==> config.mk <==
export PLATFORM = sky130hd
export DESIGN_NAME = rgtc_top
export DESIGN_NICKNAME = d
export VERILOG_FILES = /design/src/verilog/rgtc_top.v
export VERILOG_INCLUDE_DIRS = /design/src /design/src/verilog
export SDC_FILE = /design/constraint.sdc
export NUM_CORES = 1
export LEC_CHECK = 0
export BUFFER_PORTS_ARGS = -buffer_cell sky130_fd_sc_hd__buf_2
export CORE_ASPECT_RATIO = 1.5
export CORE_MARGIN = 8
export CORE_UTILIZATION = 30
export CTS_BUF_LIST = sky130_fd_sc_hd__clkbuf_4 sky130_fd_sc_hd__clkbuf_8 sky130_fd_sc_hd__clkbuf_16
export CTS_CLUSTER_DIAMETER = 50
export DETAILED_ROUTE_END_ITERATION = 10
export GPL_ROUTABILITY_DRIVEN = 0
export SLEW_MARGIN = 0
export SYNTH_ARGS = -nofsm -noshare
export SYNTH_HDL_FRONTEND = slang
export SYNTH_SLANG_ARGS = --single-unit
==> constraint.sdc <==
create_clock -name sys_clk_in -period 10.18 [get_ports sys_clk_in]
set_clock_uncertainty 0.15 [all_clocks]
set_input_delay 0.509 -clock sys_clk_in [delete_from_list [all_inputs] [get_ports sys_clk_in]]
set_output_delay 0.509 -clock sys_clk_in [all_outputs]
set_load 0.03 [all_outputs]
==> src/verilog/rgtc_defines.vh <==
//
// Summary of operation
// - Button, input rise or start command opens gate.
// - Decode, release, input low or stop closes.
// - Serial-opened gate closes after read time-out.
// - Read time-out held in ms, 0 to 300000.
// - Presentation: gate open, ramp light after failure.
// - Presentation: light off some seconds after read.
// - Streaming: gate open, light always on.
// - Normal and enhanced variant for two modes.
// - Button or input in presentation selects trigger.
// - Then reading lasts while button or input held.
// - No trigger for hands-free time returns presentation.
// - Hands-free timer disabled in configured trigger mode.
// - Hands-free time in ms, default 5000.
// - Presentation suppresses same code within reread delay.
// - Reread presets 500, 750, 1000, 2000 ms.
// - Custom reread delay 0 to 30000 ms.
// - Multiple read keeps searching while gate open.
// - Otherwise only code nearest centre is output.
// - Field 844x640; centering accepts window codes only.
`ifndef RGTC_DEFINES_VH
`define RGTC_DEFINES_VH
`define RG_CLK_KHZ    50000
`define RG_TICK_MS    1
`define RG_TMAX_MS    19'd300000
`define RG_HANDS_DEF  19'd5000
`define RG_RR_SHORT   19'd500
`define RG_RR_MEDIUM  19'd750
`define RG_RR_LONG    19'd1000
`define RG_RR_XLONG   19'd2000
`define RG_RR_MAX     19'd30000
`define RG_ILL_HOLD   19'd3000
`define RG_RAMP_MS    19'd20
`define RG_CNT_SAT    19'h7ffff
`define RG_FIELD_CX   10'd422
`define RG_FIELD_CY   10'd320
`define RG_WIN_X0     10'd211
`define RG_WIN_X1     10'd633
`define RG_WIN_Y0     10'd160
`define RG_WIN_Y1     10'd480
`define RG_ILL_FULL   8'hff
`define RG_A_CTRL     4'h0
`define RG_A_READ_TO  4'h1
`define RG_A_HANDS_TO 4'h2
`define RG_A_RR_CUST  4'h3
`define RG_A_STATUS   4'h4
`define RG_A_WIN_X    4'h5
`define RG_A_WIN_Y    4'h6
`define RG_C_MODE     1:0
`define RG_C_ENH      2
`define RG_C_MULTI    3
`define RG_C_CENTER   4
`define RG_C_RRSEL    7:5
`define RG_CTRL_RST   8'h00
`define RG_MODE_MAN   2'h0
`define RG_MODE_PRES  2'h1
`define RG_MODE_STRM  2'h2
`define RG_RRSEL_CUST 3'h4
`endif

==> src/verilog/rgtc_top.v <==
// Local design decisions: the placing of the registers and the address-and-strobe port.
`timescale 1ns/1ps
`default_nettype none
`include "rgtc_defines.vh"
module rgtc_top #(
    parameter CYC_PER_MS = `RG_TICK_MS * `RG_CLK_KHZ
) (
    input  wire        sys_clk_in,
    input  wire        rst_in,
    input  wire        button_in,
    input  wire        trig_in,
    input  wire        ser_start_in,
    input  wire        ser_stop_in,
    input  wire        image_change_in,
    input  wire        read_fail_in,
    input  wire        cand_valid_in,
    input  wire [7:0]  cand_id_in,
    input  wire        cand_same_in,
    input  wire [9:0]  cand_x0_in,
    input  wire [9:0]  cand_x1_in,
    input  wire [9:0]  cand_y0_in,
    input  wire [9:0]  cand_y1_in,
    input  wire        frame_end_in,
    input  wire [3:0]  addr_in,
    input  wire [31:0] wdata_in,
    input  wire        wr_in,
    input  wire        rd_in,
    output reg  [31:0] rdata_out,
    output reg         gate_open_out,
    output reg         illum_on_out,
    output reg  [7:0]  illum_level_out,
    output reg         enhanced_out,
    output reg         code_accept_out,
    output reg  [7:0]  code_id_out,
    output reg  [3:0]  state_out
);

// ----------------------------------------------------------------
// States and helpers
// ----------------------------------------------------------------
localparam ST_MAN   = 4'b0001;
localparam ST_PRES  = 4'b0010;
localparam ST_STRM  = 4'b0100;
localparam ST_HFREE = 4'b1000;

function [18:0] rg_tmr;
    input [18:0] cnt;
    input        restart;
    input        tick;
    begin
        if (restart)
            rg_tmr = 19'd0;
        else if (tick && cnt != `RG_CNT_SAT)
            rg_tmr = cnt + 19'd1;
        else
            rg_tmr = cnt;
    end
endfunction

function [10:0] rg_dist;
    input [9:0] a0;
    input [9:0] a1;
    input [9:0] c;
    reg   [10:0] s;
    begin
        s = {1'b0, a0} + {1'b0, a1};
        if (s[10:1] > c)
            rg_dist = {1'b0, s[10:1] - c};
        else
            rg_dist = {1'b0, c - s[10:1]};
    end
endfunction

function [18:0] rg_clamp;
    input [31:0] v;
    input [18:0] lim;
    begin
        if (v > {13'd0, lim})
            rg_clamp = lim;
        else
            rg_clamp = v[18:0];
    end
endfunction

// ----------------------------------------------------------------
// Pin synchronisers and millisecond tick
// ----------------------------------------------------------------
reg  [1:0]  btn_sync_reg;
reg  [1:0]  trg_sync_reg;
reg         btn_prev_reg;
reg         trg_prev_reg;
reg  [15:0] tick_cnt_reg;
reg         tick_reg;

always @(posedge sys_clk_in or posedge rst_in) begin
    if (rst_in) begin
        btn_sync_reg <= 2'b00;
        trg_sync_reg <= 2'b00;
        btn_prev_reg <= 1'b0;
        trg_prev_reg <= 1'b0;
        tick_cnt_reg <= 16'd0;
        tick_reg     <= 1'b0;
    end else begin
        btn_sync_reg <= {btn_sync_reg[0], button_in};
        trg_sync_reg <= {trg_sync_reg[0], trig_in};
        btn_prev_reg <= btn_sync_reg[1];
        trg_prev_reg <= trg_sync_reg[1];
        // A shared tick keeps every timer in whole milliseconds.
        if (tick_cnt_reg == CYC_PER_MS[15:0] - 16'd1) begin
            tick_cnt_reg <= 16'd0;
            tick_reg     <= 1'b1;
        end else begin
            tick_cnt_reg <= tick_cnt_reg + 16'd1;
            tick_reg     <= 1'b0;
        end
    end
end

wire btn_lvl  = btn_sync_reg[1];
wire trg_lvl  = trg_sync_reg[1];
wire held     = btn_lvl | trg_lvl;
wire press    = (btn_lvl & ~btn_prev_reg) | (trg_lvl & ~trg_prev_reg);
wire release_ev = (~btn_lvl & btn_prev_reg) | (~trg_lvl & trg_prev_reg);

// ----------------------------------------------------------------
// Registers
// ----------------------------------------------------------------
reg  [7:0]  ctrl_reg;
reg  [18:0] read_to_reg;
reg  [18:0] hands_to_reg;
reg  [14:0] rr_cust_reg;
reg  [19:0] win_x_reg;
reg  [19:0] win_y_reg;
reg         mode_wr_reg;
wire [18:0] rr_cust_wr = rg_clamp(wdata_in, `RG_RR_MAX);

always @(posedge sys_clk_in or posedge rst_in) begin
    if (rst_in) begin
        ctrl_reg     <= `RG_CTRL_RST;
        read_to_reg  <= 19'd0;
        hands_to_reg <= `RG_HANDS_DEF;
        rr_cust_reg  <= 15'd0;
        win_x_reg    <= {`RG_WIN_X1, `RG_WIN_X0};
        win_y_reg    <= {`RG_WIN_Y1, `RG_WIN_Y0};
        mode_wr_reg  <= 1'b0;
    end else begin
        mode_wr_reg <= wr_in && addr_in == `RG_A_CTRL;
        if (wr_in) begin
            case (addr_in)
                `RG_A_CTRL:     ctrl_reg     <= wdata_in[7:0];
                `RG_A_READ_TO:  read_to_reg  <= rg_clamp(wdata_in, `RG_TMAX_MS);
                `RG_A_HANDS_TO: hands_to_reg <= rg_clamp(wdata_in, `RG_TMAX_MS);
                `RG_A_RR_CUST:  rr_cust_reg  <= rr_cust_wr[14:0];
                `RG_A_WIN_X:    win_x_reg    <= {wdata_in[25:16], wdata_in[9:0]};
                `RG_A_WIN_Y:    win_y_reg    <= {wdata_in[25:16], wdata_in[9:0]};
                default:        ctrl_reg     <= ctrl_reg;
            endcase
        end
    end
end

wire [1:0] cfg_mode = ctrl_reg[`RG_C_MODE];
wire       multi    = ctrl_reg[`RG_C_MULTI];

reg [18:0] rr_lim;
always @* begin
    case (ctrl_reg[`RG_C_RRSEL])
        3'h0:           rr_lim = `RG_RR_SHORT;
        3'h1:           rr_lim = `RG_RR_MEDIUM;
        3'h2:           rr_lim = `RG_RR_LONG;
        3'h3:           rr_lim = `RG_RR_XLONG;
        `RG_RRSEL_CUST: rr_lim = {4'd0, rr_cust_reg};
        default:        rr_lim = `RG_RR_SHORT;
    endcase
end

// ----------------------------------------------------------------
// Candidate filtering and selection
// ----------------------------------------------------------------
reg  [18:0] rr_cnt_reg;
reg         best_vld_reg;
reg  [10:0] best_dist_reg;
reg  [7:0]  best_id_reg;
reg  [3:0]  state_reg;

// Partial overlap with the window is enough to accept a code.
wire in_win = cand_x1_in >= win_x_reg[9:0] && cand_x0_in <= win_x_reg[19:10]
           && cand_y1_in >= win_y_reg[9:0] && cand_y0_in <= win_y_reg[19:10];
wire center_ok = ~ctrl_reg[`RG_C_CENTER] | in_win;
wire rr_busy   = rr_cnt_reg < rr_lim;
wire suppress  = state_reg == ST_PRES && cand_same_in && rr_busy;
wire cand_ok   = cand_valid_in && gate_open_out && center_ok && !suppress;
wire [10:0] cand_dist = rg_dist(cand_x0_in, cand_x1_in, `RG_FIELD_CX)
                      + rg_dist(cand_y0_in, cand_y1_in, `RG_FIELD_CY);
wire better = !best_vld_reg || cand_dist < best_dist_reg;

reg        acc_next;
reg  [7:0] acc_id_next;
always @* begin
    acc_next    = 1'b0;
    acc_id_next = code_id_out;
    if (multi) begin
        acc_next    = cand_ok;
        acc_id_next = cand_ok ? cand_id_in : code_id_out;
    end else if (frame_end_in && best_vld_reg && gate_open_out) begin
        acc_next    = 1'b1;
        acc_id_next = best_id_reg;
    end
end

always @(posedge sys_clk_in or posedge rst_in) begin
    if (rst_in) begin
        best_vld_reg  <= 1'b0;
        best_dist_reg <= 11'd0;
        best_id_reg   <= 8'h00;
        rr_cnt_reg    <= `RG_CNT_SAT;
    end else begin
        if (frame_end_in) begin
            best_vld_reg <= 1'b0;
        end else if (cand_ok && better) begin
            best_vld_reg  <= 1'b1;
            best_dist_reg <= cand_dist;
            best_id_reg   <= cand_id_in;
        end
        rr_cnt_reg <= rg_tmr(rr_cnt_reg, acc_next, tick_reg);
    end
end

// ----------------------------------------------------------------
// Gate control
// ----------------------------------------------------------------
reg  [18:0] rto_cnt_reg;
reg  [18:0] hf_cnt_reg;
reg  [18:0] ill_cnt_reg;
reg         ser_open_reg;
reg         ramp_reg;
reg         hold_reg;
reg  [3:0]  state_next;
reg         gate_next;
reg  [7:0]  lvl_next;

wire rto_exp = ser_open_reg && read_to_reg != 19'd0 && rto_cnt_reg >= read_to_reg;
wire hf_exp  = !held && hf_cnt_reg >= hands_to_reg;
wire ramp_step = ramp_reg && tick_reg && ill_cnt_reg >= `RG_RAMP_MS;
wire hold_exp  = hold_reg && ill_cnt_reg >= `RG_ILL_HOLD;

always @* begin
    state_next = state_reg;
    gate_next  = gate_open_out;
    lvl_next   = illum_level_out;
    if (mode_wr_reg) begin
        case (cfg_mode)
            `RG_MODE_PRES: state_next = ST_PRES;
            `RG_MODE_STRM: state_next = ST_STRM;
            default:       state_next = ST_MAN;
        endcase
        gate_next = cfg_mode != `RG_MODE_MAN;
        lvl_next  = 8'h00;
    end else begin
        case (state_reg)
            ST_MAN: begin
                // A close event wins over an open in the same cycle.
                if (ser_start_in || press)
                    gate_next = 1'b1;
                if ((acc_next && !multi) || release_ev || ser_stop_in || rto_exp)
                    gate_next = 1'b0;
                lvl_next = gate_next ? `RG_ILL_FULL : 8'h00;
            end
            ST_PRES: begin
                gate_next = 1'b1;
                if (press) begin
                    state_next = ST_HFREE;
                    lvl_next   = `RG_ILL_FULL;
                end else if (acc_next) begin
                    lvl_next = illum_level_out;
                end else if (hold_exp) begin
                    lvl_next = 8'h00;
                end else if (ramp_step && illum_level_out != `RG_ILL_FULL) begin
                    lvl_next = illum_level_out + 8'h01;
                end
            end
            ST_STRM: begin
                gate_next = 1'b1;
                lvl_next  = `RG_ILL_FULL;
            end
            ST_HFREE: begin
                gate_next = held;
                lvl_next  = held ? `RG_ILL_FULL : 8'h00;
                if (hf_exp) begin
                    state_next = ST_PRES;
                    gate_next  = 1'b1;
                    lvl_next   = 8'h00;
                end
            end
            default: begin
                state_next = ST_MAN;
                gate_next  = 1'b0;
                lvl_next   = 8'h00;
            end
        endcase
    end
end

always @(posedge sys_clk_in or posedge rst_in) begin
    if (rst_in) begin
        state_reg       <= ST_MAN;
        gate_open_out   <= 1'b0;
        illum_level_out <= 8'h00;
        illum_on_out    <= 1'b0;
        ser_open_reg    <= 1'b0;
        rto_cnt_reg     <= 19'd0;
        hf_cnt_reg      <= 19'd0;
        ill_cnt_reg     <= 19'd0;
        ramp_reg        <= 1'b0;
        hold_reg        <= 1'b0;
    end else begin
        state_reg       <= state_next;
        gate_open_out   <= gate_next;
        illum_level_out <= lvl_next;
        illum_on_out    <= lvl_next != 8'h00;
        if (!gate_next || state_reg != ST_MAN)
            ser_open_reg <= 1'b0;
        else if (ser_start_in)
            ser_open_reg <= 1'b1;
        rto_cnt_reg <= rg_tmr(rto_cnt_reg, ser_start_in, tick_reg);
        hf_cnt_reg  <= rg_tmr(hf_cnt_reg, held || state_reg != ST_HFREE, tick_reg);
        if (state_reg != ST_PRES || acc_next || hold_exp)
            ramp_reg <= 1'b0;
        else if (read_fail_in)
            ramp_reg <= 1'b1;
        // A fresh read restarts the hold, else the light could stay on for good.
        if (acc_next && state_reg == ST_PRES)
            hold_reg <= 1'b1;
        else if (state_reg != ST_PRES || hold_exp || image_change_in)
            hold_reg <= 1'b0;
        ill_cnt_reg <= rg_tmr(ill_cnt_reg, ramp_step || acc_next || read_fail_in, tick_reg);
    end
end

// ----------------------------------------------------------------
// Outputs and read port
// ----------------------------------------------------------------
always @(posedge sys_clk_in or posedge rst_in) begin
    if (rst_in) begin
        code_accept_out <= 1'b0;
        code_id_out     <= 8'h00;
        enhanced_out    <= 1'b0;
        state_out       <= ST_MAN;
        rdata_out       <= 32'h0;
    end else begin
        code_accept_out <= acc_next;
        code_id_out     <= acc_id_next;
        // Enhanced only exists for the trigger and streaming modes.
        enhanced_out    <= ctrl_reg[`RG_C_ENH] && cfg_mode != `RG_MODE_PRES;
        state_out       <= state_next;
        rdata_out       <= 32'h0;
        if (rd_in) begin
            case (addr_in)
                `RG_A_CTRL:     rdata_out <= {24'h0, ctrl_reg};
                `RG_A_READ_TO:  rdata_out <= {13'h0, read_to_reg};
                `RG_A_HANDS_TO: rdata_out <= {13'h0, hands_to_reg};
                `RG_A_RR_CUST:  rdata_out <= {17'h0, rr_cust_reg};
                `RG_A_STATUS:   rdata_out <= {16'h0, rr_busy, ser_open_reg, illum_level_out,
                                              gate_open_out, illum_on_out, state_reg};
                `RG_A_WIN_X:    rdata_out <= {6'h0, win_x_reg[19:10], 6'h0, win_x_reg[9:0]};
                `RG_A_WIN_Y:    rdata_out <= {6'h0, win_y_reg[19:10], 6'h0, win_y_reg[9:0]};
                default:        rdata_out <= 32'h0;
            endcase
        end
    end
end

endmodule
`default_nettype wire

==> metrics.txt, run 1 <==
Slew @ Worst Pin=0.987 ns; power per cell area=195 mW/mm²; GRT overflow=0; Nets=2,165; FMAX=147 MHz; Hold WC Path Type=input port to async pin; initial DRC count=947; worst reg-to-reg setup slack=5.70 ns; average size of a mapped cell=9.43 µm²; RSZ-0062 raised after global routing=false; CTS Buffer Depth=3; Die X=209 µm; cell count after synthesis=1,783; Reg-to-Reg Start=win_x_reg[13]; final hold viol count=10; status=finished with violations; initial core utilization=0.302; critical path arrival=7.09 ns; Seq/Total Area, Yosys=0.411; CP Max Fanout=19; Setup-failing EPs final=0; dpl ws=2.86 ns; Synth async-reset ratio=1.00; startpoint types=input port; Residual DRC=0; critical path type=input port to register; Area Growth Syn to Fin=15.3%; #FFs+latches synth=274; Global Route Usage Sum=0.161; delay-heaviest family, CP=compound AO/OA/AOI/OAI gates; Ys Warns=0; largest net degree at the start of global routing=126; Die Ht=306 µm; setup TNS=0 ns; Filler cells=5,565; Required @ worst endpoint=10.47 ns; worst vdd ir=0.0927 mV; dominant cells by area after synthesis=dfrtp_1, ha_1, dfstp_2; Worst Path Buf+Inv=4; Slew Viols, Final=0; number of synthesized flops with an enable pin=0; initial antenna violation count=9; CTS HTree Levels=1; Mapped Area=0.0168 mm²; post-route clock period utilization=0.668; top-area cell type share of the netlist area=0.345; Die ar.=0.0640 mm²; Worst Setup SP=cand_x0_in[1]; Top FF cell, synth=dfrtp_1; reg-to-reg critical path endpoint=illum_on_out; Max Cap Viol=0; post-route ant nets=0; TritonCTS clock tree=built; drt total wl=52,700 µm; Core Region=0.0556 mm²; Critical Path Slowest Stage Cell=o21a_1; Root Driver=clkbuf_16; number of clock buffers inserted by TritonCTS=28; vias in the first global route=14,400; routed vias=13,900; Crit path top cell by count=a21oi_1; post-route minimum period=6.80 ns; CTS Sinks=274; DR WL/cell=19.9 µm; IO Port Bufs=146; Avg Vias per Cell=5.25; Post-CTS Setup Bufs=0; footprint of the multi-input gates=0.00916 mm²; largest area contributor in the netlist=dfrtp_1; # IOs=153; Pleak=0.00870 µW; layout cells sized above 1=0.164; CP peak stage delay=0.75 ns; Storage cell area=0.00691 mm²; first-pass GRT wire length=82,100 µm; DP Wirelength=41,000 µm; FF-to-FF path depth=13; Clock Pin Slew Worst Setup and Hold Paths=0.07 ns; failing checks=negative hold slack; Setup crit end kind=register; distinct cell type count after synthesis=77; # rows=106; max reg flops=26; Hold Worst Slack=-0.0409 ns; First-pass DRT Iterations=5; insertion delay to the later sink of the worst-skew pair=0.56 ns; Worst Setup Slack, final=3.38 ns; Slew HR=0.333
-- area by class of cell --
class                   count  share of cell area
diodes                      5            0.000645
clock buffers              34              0.0407
clock inverters            18              0.0141
inverters                 138              0.0271
multi-input cells        1316               0.472
flip-flops and latches    274               0.356
well taps                 702              0.0453
repair buffers            160              0.0434
-- synth_stat cells (all sizes together), types with 19 or more instances --
library cell  count
a31oi            21
o21ai           111
xor2             52
nor2            165
a21oi            89
a21o             23
nand3            50
mux2             65
ha              147
nand4            40
a22oi            48
mux2i            19
nor2b            21
clkbuf           45
dfstp            42
dfrtp           232
xnor2            55
nor3             32
inv             138
nand2           155
-- cells by family (layout without fill, tap and decap cells) --
group / Yosys count / after routing / share of synthesized area
AND/OR/NAND/NOR: 568 / 568 / 0.163
AO/OA/AOI/OAI: 401 / 401 / 0.156
flip-flops: 274 / 274 / 0.411
buffers and inverters: 198 / 350 / 0.0463
adder cells (fa/ha/maj): 150 / 150 / 0.113
XOR/XNOR: 107 / 107 / 0.0558
multiplexers: 84 / 84 / 0.0549
other: 1 / 11 / 0.000223
-- report_power, final --
| group | total [µW] | internal [µW] | switching [µW] |
|---|---|---|---|
| Combinational | 1170 | 477 | 696 |
| Clock | 1180 | 710 | 472 |
| Sequential | 1430 | 1270 | 163 |
| Total | 3780 | 2450 | 1330 |
-- how the worst max path moves through the flow --
| stage | end | slack (ns) | cells past startpoint |
|---|---|---|---|
| 2_1_floorplan | best_dist_reg[0] | 2.04 | 1 |
| 3_3_place_gp | best_id_reg[6] | 3.05 | 28 |
| 3_5_place_dp | best_dist_reg[2] | 2.86 | 28 |
| 4_1_cts | best_dist_reg[2] | 3.46 | 28 |
| 5_1_grt | best_dist_reg[9] | 2.76 | 31 |
| 6_report | best_dist_reg[2] | 3.38 | 28 |
-- layout by cell type, fill, tap and decap left out, types with 23 or more instances in the layout --
master,synthesis,final
a21oi_1,89,88
nand2_1,155,155
clkbuf_16,0,29
mux2_2,45,45
nand3_1,50,50
ha_1,147,147
nor3_1,32,29
o21ai_1,50,50
dfstp_2,42,42
dfrtp_1,232,232
a22oi_1,48,48
a21o_1,23,23
xnor2_1,55,55
nor2_1,165,165
inv_1,136,135
xor2_1,52,52
buf_2,4,146
nand4_1,40,40
o21ai_0,61,61
-- timing repair --
action	CTS	global route
hold endpoints to repair	2	0
gates resized for setup	0	0
hold buffers	2	0
-- worst reg2reg max path: cells and delay by family (launching register included) --
kind | cells | cell delay, ns
and+or+nand+nor | 4 | 1.30
muxes | 1 | 0.40
buffers and inverters | 2 | 0.54
DFF | 1 | 0.55
adders and majority gates | 1 | 0.29
AOI/OAI and AO/OA | 5 | 1.12
-- metal layers --
metal	global-route usage	vias up	share of wire
li1	-	6616	-
met1	0.177	6767	0.38
met2	0.292	401	0.51
met3	0.0307	118	0.061
met4	0.0783	4	0.050
met5	0	-	0.00051
-- through the flow --
stage                     std cells  power (µW)  instance area, µm²  utilization
final                          2647        3780               19400        0.349
after global routing           2644        4020               19400        0.349
after CTS                      2642        3820               19400        0.349
after detailed placement       2588        2620               18300        0.329
after global placement         2588        2570               18300        0.329
after floorplan                1788        2230               16800            -
Note: power is estimated with default switching activity, not from simulation.
==> inputs of run 2 (changes only) <==
==> constraint.sdc (replaced) <==
create_clock -name sys_clk_in -period 5.91 [get_ports sys_clk_in]
set_clock_uncertainty 0.15 [all_clocks]
set_input_delay 0.2955 -clock sys_clk_in [delete_from_list [all_inputs] [get_ports sys_clk_in]]
set_output_delay 0.2955 -clock sys_clk_in [all_outputs]
set_load 0.03 [all_outputs]
==> run 2 against run 1 <==
Against the previous run: the flow now finishes without violations; worst setup slack worse by 2.9 ns; combinational power grew 85%; utilization is 0.94 points higher; count of clock-buffer cells in the layout increased by 3; critical path type unchanged.
==> metrics.txt, run 2 (same netlist as run 1, synthesis figures left out) <==
status=finished clean; DR WL/cell=19.8 µm; worst reg-to-reg setup slack=1.45 ns; insertion delay to the later sink of the worst-skew pair=0.57 ns; vias in the first global route=14,800; Reg-to-Reg Start=win_x_reg[13]; Root Driver=clkbuf_16; Worst Path Buf+Inv=4; startpoint types=input port; Global Route Usage Sum=0.164; routed vias=14,400; initial antenna violation count=5; hold path startpoint=addr_in[3]; power per cell area=323 mW/mm²; Die Ht=306 µm; placed insts=2,611; Hold EP=rdata_out[6]; post-route clock period utilization=0.922; First-pass DRT Iterations=6; Pleak=0.00896 µW; critical path type=input port to register; Hold WC Path Type=input port to register; Max Cap Viol=0; setup TNS=0 ns; Setup crit end kind=register; Die X=209 µm; CP peak stage delay=0.39 ns; Tot Pwr=6430 µW; met2 WL=27,100 µm; final hold viol count=0; M1 wire length=20,700 µm; first-pass GRT wire length=83,800 µm; Required @ worst endpoint=6.20 ns; FMAX=184 MHz; Core Region=0.0556 mm²; Slew Viols, Final=0; Clock Pin Slew Worst Setup and Hold Paths=0.07 ns; Filler cells=5,580; Area Growth Syn to Fin=18.4%; largest net degree at the start of global routing=109; fin cells=2,711; Residual DRC=0; top routing layer in use=met5; # rows=106; Avg Vias per Cell=5.29; post-route minimum period=5.45 ns; drt total wl=53,600 µm; max reg flops=26; most common cell after layout, fill and taps aside=dfrtp_1; met3 WL=2880 µm; CTS HTree Levels=1; post-route ant nets=0; Slew HR=0.308; delay-heaviest family, CP=compound AO/OA/AOI/OAI gates; worst vdd ir=0.201 mV; initial DRC count=1,045; TritonCTS clock tree=built; CTS Buffer Depth=3; Nets=2,231; CTS Sinks=274; number of clock buffers inserted by TritonCTS=28; reg-to-reg critical path endpoint=ill_cnt_reg[0]; IO Port Bufs=146; Setup-failing EPs final=0; Hold Worst Slack=0.114 ns; DP Wirelength=41,700 µm; Slew @ Worst Pin=1.02 ns; Critical Path Slowest Stage Cell=fa_1; layout cells sized above 1=0.174; initial core utilization=0.302; GRT overflow=0; critical path arrival=5.73 ns; most frequent cells in the layout=dfrtp_1, nor2_1, nand2_1; CP Max Fanout=7; WHS Path Cells=4; # IOs=153; Die ar.=0.0640 mm²; FF-to-FF path depth=11
## run 2: cell types whose count changed in the layout (fill, tap and decap cells not counted), sizes merged
cell,delta
dlygate4sd3,+39
buf,+27
bufinv,-5
clkbuf,+3
clkinv,+3
inv,-3
clkinvlp,+2
diode,-2
## run 2: final cells by class
type	instances	area, µm²	share of cell area
Tap cell	702	878	0.0441
Multi-Input combinational cell	1316	9180	0.461
Clock buffer	37	823	0.0414
Clock inverter	15	116	0.00585
Sequential cell	274	6910	0.347
Antenna cell	3	7.51	0.000377
Timing Repair Buffer	226	1470	0.0737
Inverter	138	522	0.0262
## run 2: how the worst max path moves through the flow
stage	from	end	slack [ns]	cells after the start
after global placement	cand_y0_in[0]	best_dist_reg[9]	-0.01	33
after global routing	cand_y0_in[0]	best_id_reg[3]	-0.07	33
final	cand_y1_in[0]	best_dist_reg[3]	0.46	33
after CTS	cand_y0_in[1]	best_dist_reg[9]	0.35	32
after floorplan	cand_y0_in[0]	best_dist_reg[0]	0.03	34
after detailed placement	cand_y1_in[0]	best_dist_reg[9]	-0.21	33
## run 2: repair_timing
item                                    in CTS  in global routing
gates resized for setup                      0                 11
setup buffers                                0                  3
hold endpoints to repair                   150                  0
endpoints found under the setup margin       0                 19
hold buffers                                41                  0
## run 2: worst min-delay path, cell delays in order
cell     delay, ns
buf_2         0.18
nor2_1        0.11
nand2_1       0.08
a31oi_1       0.09
## run 2: layer usage
layer	up-vias	track usage
li1	6749	-
met1	7033	0.181
met2	442	0.300
met3	128	0.0237
met4	2	0.0844
met5	-	0
## run 2: power by group
part	internal, µW	leakage (µW)	switching (µW)	total [µW]
combinational	927	0.00501	1230	2160
sequential	2180	0.00348	279	2460
clock	1030	0.000473	783	1810
## run 2: per-stage QoR
| stage | util | cell area, µm² | setup WS [ns] |
|---|---|---|---|
| after floorplan | - | 16800 | 0.0305 |
| after global placement | 0.333 | 18500 | -0.0136 |
| after detailed placement | 0.333 | 18500 | -0.208 |
| after CTS | 0.357 | 19800 | 0.347 |
| after global routing | 0.358 | 19900 | -0.0679 |
| final | 0.358 | 19900 | 0.463 |
==> inputs of run 3 (changes only) <==
--- a/config.mk
+++ b/config.mk
@@ -6,13 +6,13 @@
 export SDC_FILE = /design/constraint.sdc
 export NUM_CORES = 1
 export LEC_CHECK = 0
-export BUFFER_PORTS_ARGS = -buffer_cell sky130_fd_sc_hd__buf_2
 export CORE_ASPECT_RATIO = 1.5
 export CORE_MARGIN = 8
 export CORE_UTILIZATION = 30
 export CTS_BUF_LIST = sky130_fd_sc_hd__clkbuf_4 sky130_fd_sc_hd__clkbuf_8 sky130_fd_sc_hd__clkbuf_16
 export CTS_CLUSTER_DIAMETER = 50
 export DETAILED_ROUTE_END_ITERATION = 10
+export DONT_BUFFER_PORTS = 1
 export GPL_ROUTABILITY_DRIVEN = 0
 export SLEW_MARGIN = 0
 export SYNTH_ARGS = -nofsm -noshare
==> run 3 against run 2 <==
Against the previous run: critical path type unchanged; worst setup slack got worse by 0.060 ns; hold slack got worse by 0.079 ns; non-clock buffer count decreased by 144; via count decreased by 3.3%.
==> metrics.txt, run 3 (same netlist as run 1, synthesis figures left out) <==
setup TNS=0 ns; Avg Vias per Cell=5.39; Slew @ Worst Pin=1.19 ns; Core Region=0.0556 mm²; Crit path top cell by count=a21oi_1; critical path arrival=5.79 ns; First-pass DRT Iterations=7; Logic pwr share=0.285; CP peak stage delay=0.39 ns; post-route clock period utilization=0.932; CTS Buffer Depth=3; Tot Pwr=6470 µW; IO Port Bufs=0; first-pass GRT wire length=82,900 µm; initial antenna violation count=4; most common cell after layout, fill and taps aside=dfrtp_1; DR WL/cell=21.0 µm; Die ar.=0.0640 mm²; insertion delay to the later sink of the worst-skew pair=0.58 ns; Pleak=0.00835 µW; Internal Power=4190 µW; Area Growth Syn to Fin=14.9%; Required @ worst endpoint=6.19 ns; startpoint types=input port; switching share of power=0.353; Die Ht=306 µm; Hold WC Path Type=input port to register; TritonCTS clock tree=built; critical path type=input port to register; vias in the first global route=14,100; initial core utilization=0.302; Critical Path Slowest Stage Cell=fa_1; Global Route Usage Sum=0.164; number of clock buffers inserted by TritonCTS=30; largest net degree at the start of global routing=159; FMAX=182 MHz; reg-to-reg critical path endpoint=illum_on_out; Slew HR=0.201; Setup crit end kind=register; Die X=209 µm; most frequent cells in the layout=dfrtp_1, nor2_1, nand2_1; clock power share=0.312; Worst Setup Slack, final=0.404 ns; Root Driver=clkbuf_16; Critical Path Sink=best_dist_reg[5]; dpl ws=-0.128 ns; post-route minimum period=5.51 ns; Clock Pin Slew Worst Setup and Hold Paths=0.07 ns; CP Max Fanout=11; worst vdd ir=0.154 mV; worst reg-to-reg setup slack=1.38 ns; RSZ-0062 raised after global routing=false; Nets=2,089; sw power=2280 µW; Worst Setup SP=cand_y0_in[0]; part of the power in registers=0.403; GRT overflow=0; # IOs=153; Slew Viols, Final=0; Filler cells=5,572; Reg-to-Reg Start=win_x_reg[13]; Setup-failing EPs final=0; post-route ant nets=0; post-cts sizing count=0; # rows=106; Post-CTS Setup Bufs=0; power per cell area=335 mW/mm²; DP Wirelength=40,700 µm; Residual DRC=0; drt total wl=54,000 µm; CTS HTree Levels=1; routed vias=13,900; FF-to-FF path depth=12; Max Cap Viol=0; layout cells sized above 1=0.103; max reg flops=26; initial DRC count=981; status=finished clean; CTS Sinks=274; final hold viol count=0
==> run 3: changes by cell type in the layout (fill, tap and decap cells not counted), sizes merged <==
cell         previous run  this run
clkinvlp                3         5
dlygate4sd3            41        54
bufinv                  1         3
inv                   139       143
diode                   3         7
buf                   185        28
clkinv                 10         6
==> run 3: how the worst min path moves through the flow <==
| stage | startpoint | end | slack, ns | depth (start not counted) |
|---|---|---|---|---|
| finish | addr_in[0] | rdata_out[3] | 0.04 | 4 |
| global route | addr_in[0] | rdata_out[3] | 0.007 | 4 |
| CTS | addr_in[0] | rdata_out[3] | 0.006 | 4 |
| detailed placement | button_in | btn_sync_reg[0] | 0.18 | 0 |
| global placement | button_in | btn_sync_reg[0] | 0.18 | 0 |
| floorplan | button_in | btn_sync_reg[0] | 0.18 | 0 |
==> run 3: cell type report <==
cell class	instances	area [µm²]	area share
tap	702	878	0.0455
sequential	274	6910	0.358
timing repair buffer	82	763	0.0395
antenna	7	17.5	0.000907
multi-input combinational	1316	9160	0.474
clock inverter	19	216	0.0112
inverter	138	522	0.0270
clock buffer	37	852	0.0441
==> run 3: metal layers <==
metal  vias up  track usage  wire [µm]
li1       6470            -          -
met3       141       0.0400       4170
met1      6835        0.178      19800
met2       435        0.301      27800
met5         -            0         16
met4         2       0.0685       2250
==> run 3: power groups by stage <==
stage	clock network [µW]	logic (µW)	registers (µW)
2_1_floorplan	0	1380	2470
3_3_place_gp	0	1740	2630
3_5_place_dp	0	1790	2640
5_1_grt	2130	2090	2640
6_report	2020	1840	2610
4_1_cts	2060	1860	2610
==> run 3: stage by stage <==
stage               std cells  utilization  hold slack, ns  instance area, µm²
global placement         2458        0.318           0.177               17700
global route             2570        0.347         0.00723               19300
detailed placement       2458        0.318           0.177               17700
CTS                      2568        0.347         0.00551               19300
floorplan                1788            -           0.177               16800
finish                   2575        0.348          0.0351               19300
==> run 3: timing repair <==
action                                 CTS  global route
endpoints found under the hold margin  195             0
hold buffers                            54             0
setup endpoints to repair                0             0
==> run 3: critical path, delay by kind of cell <==
family                     cells  cell delay [ns]
muxes                          1             0.35
buffers and inverters          3             0.40
AOI/OAI and AO/OA             18             3.02
and+or+nand+nor                4             0.35
adders and majority gates      4             1.11
xor gates and xnor gates       2             0.28
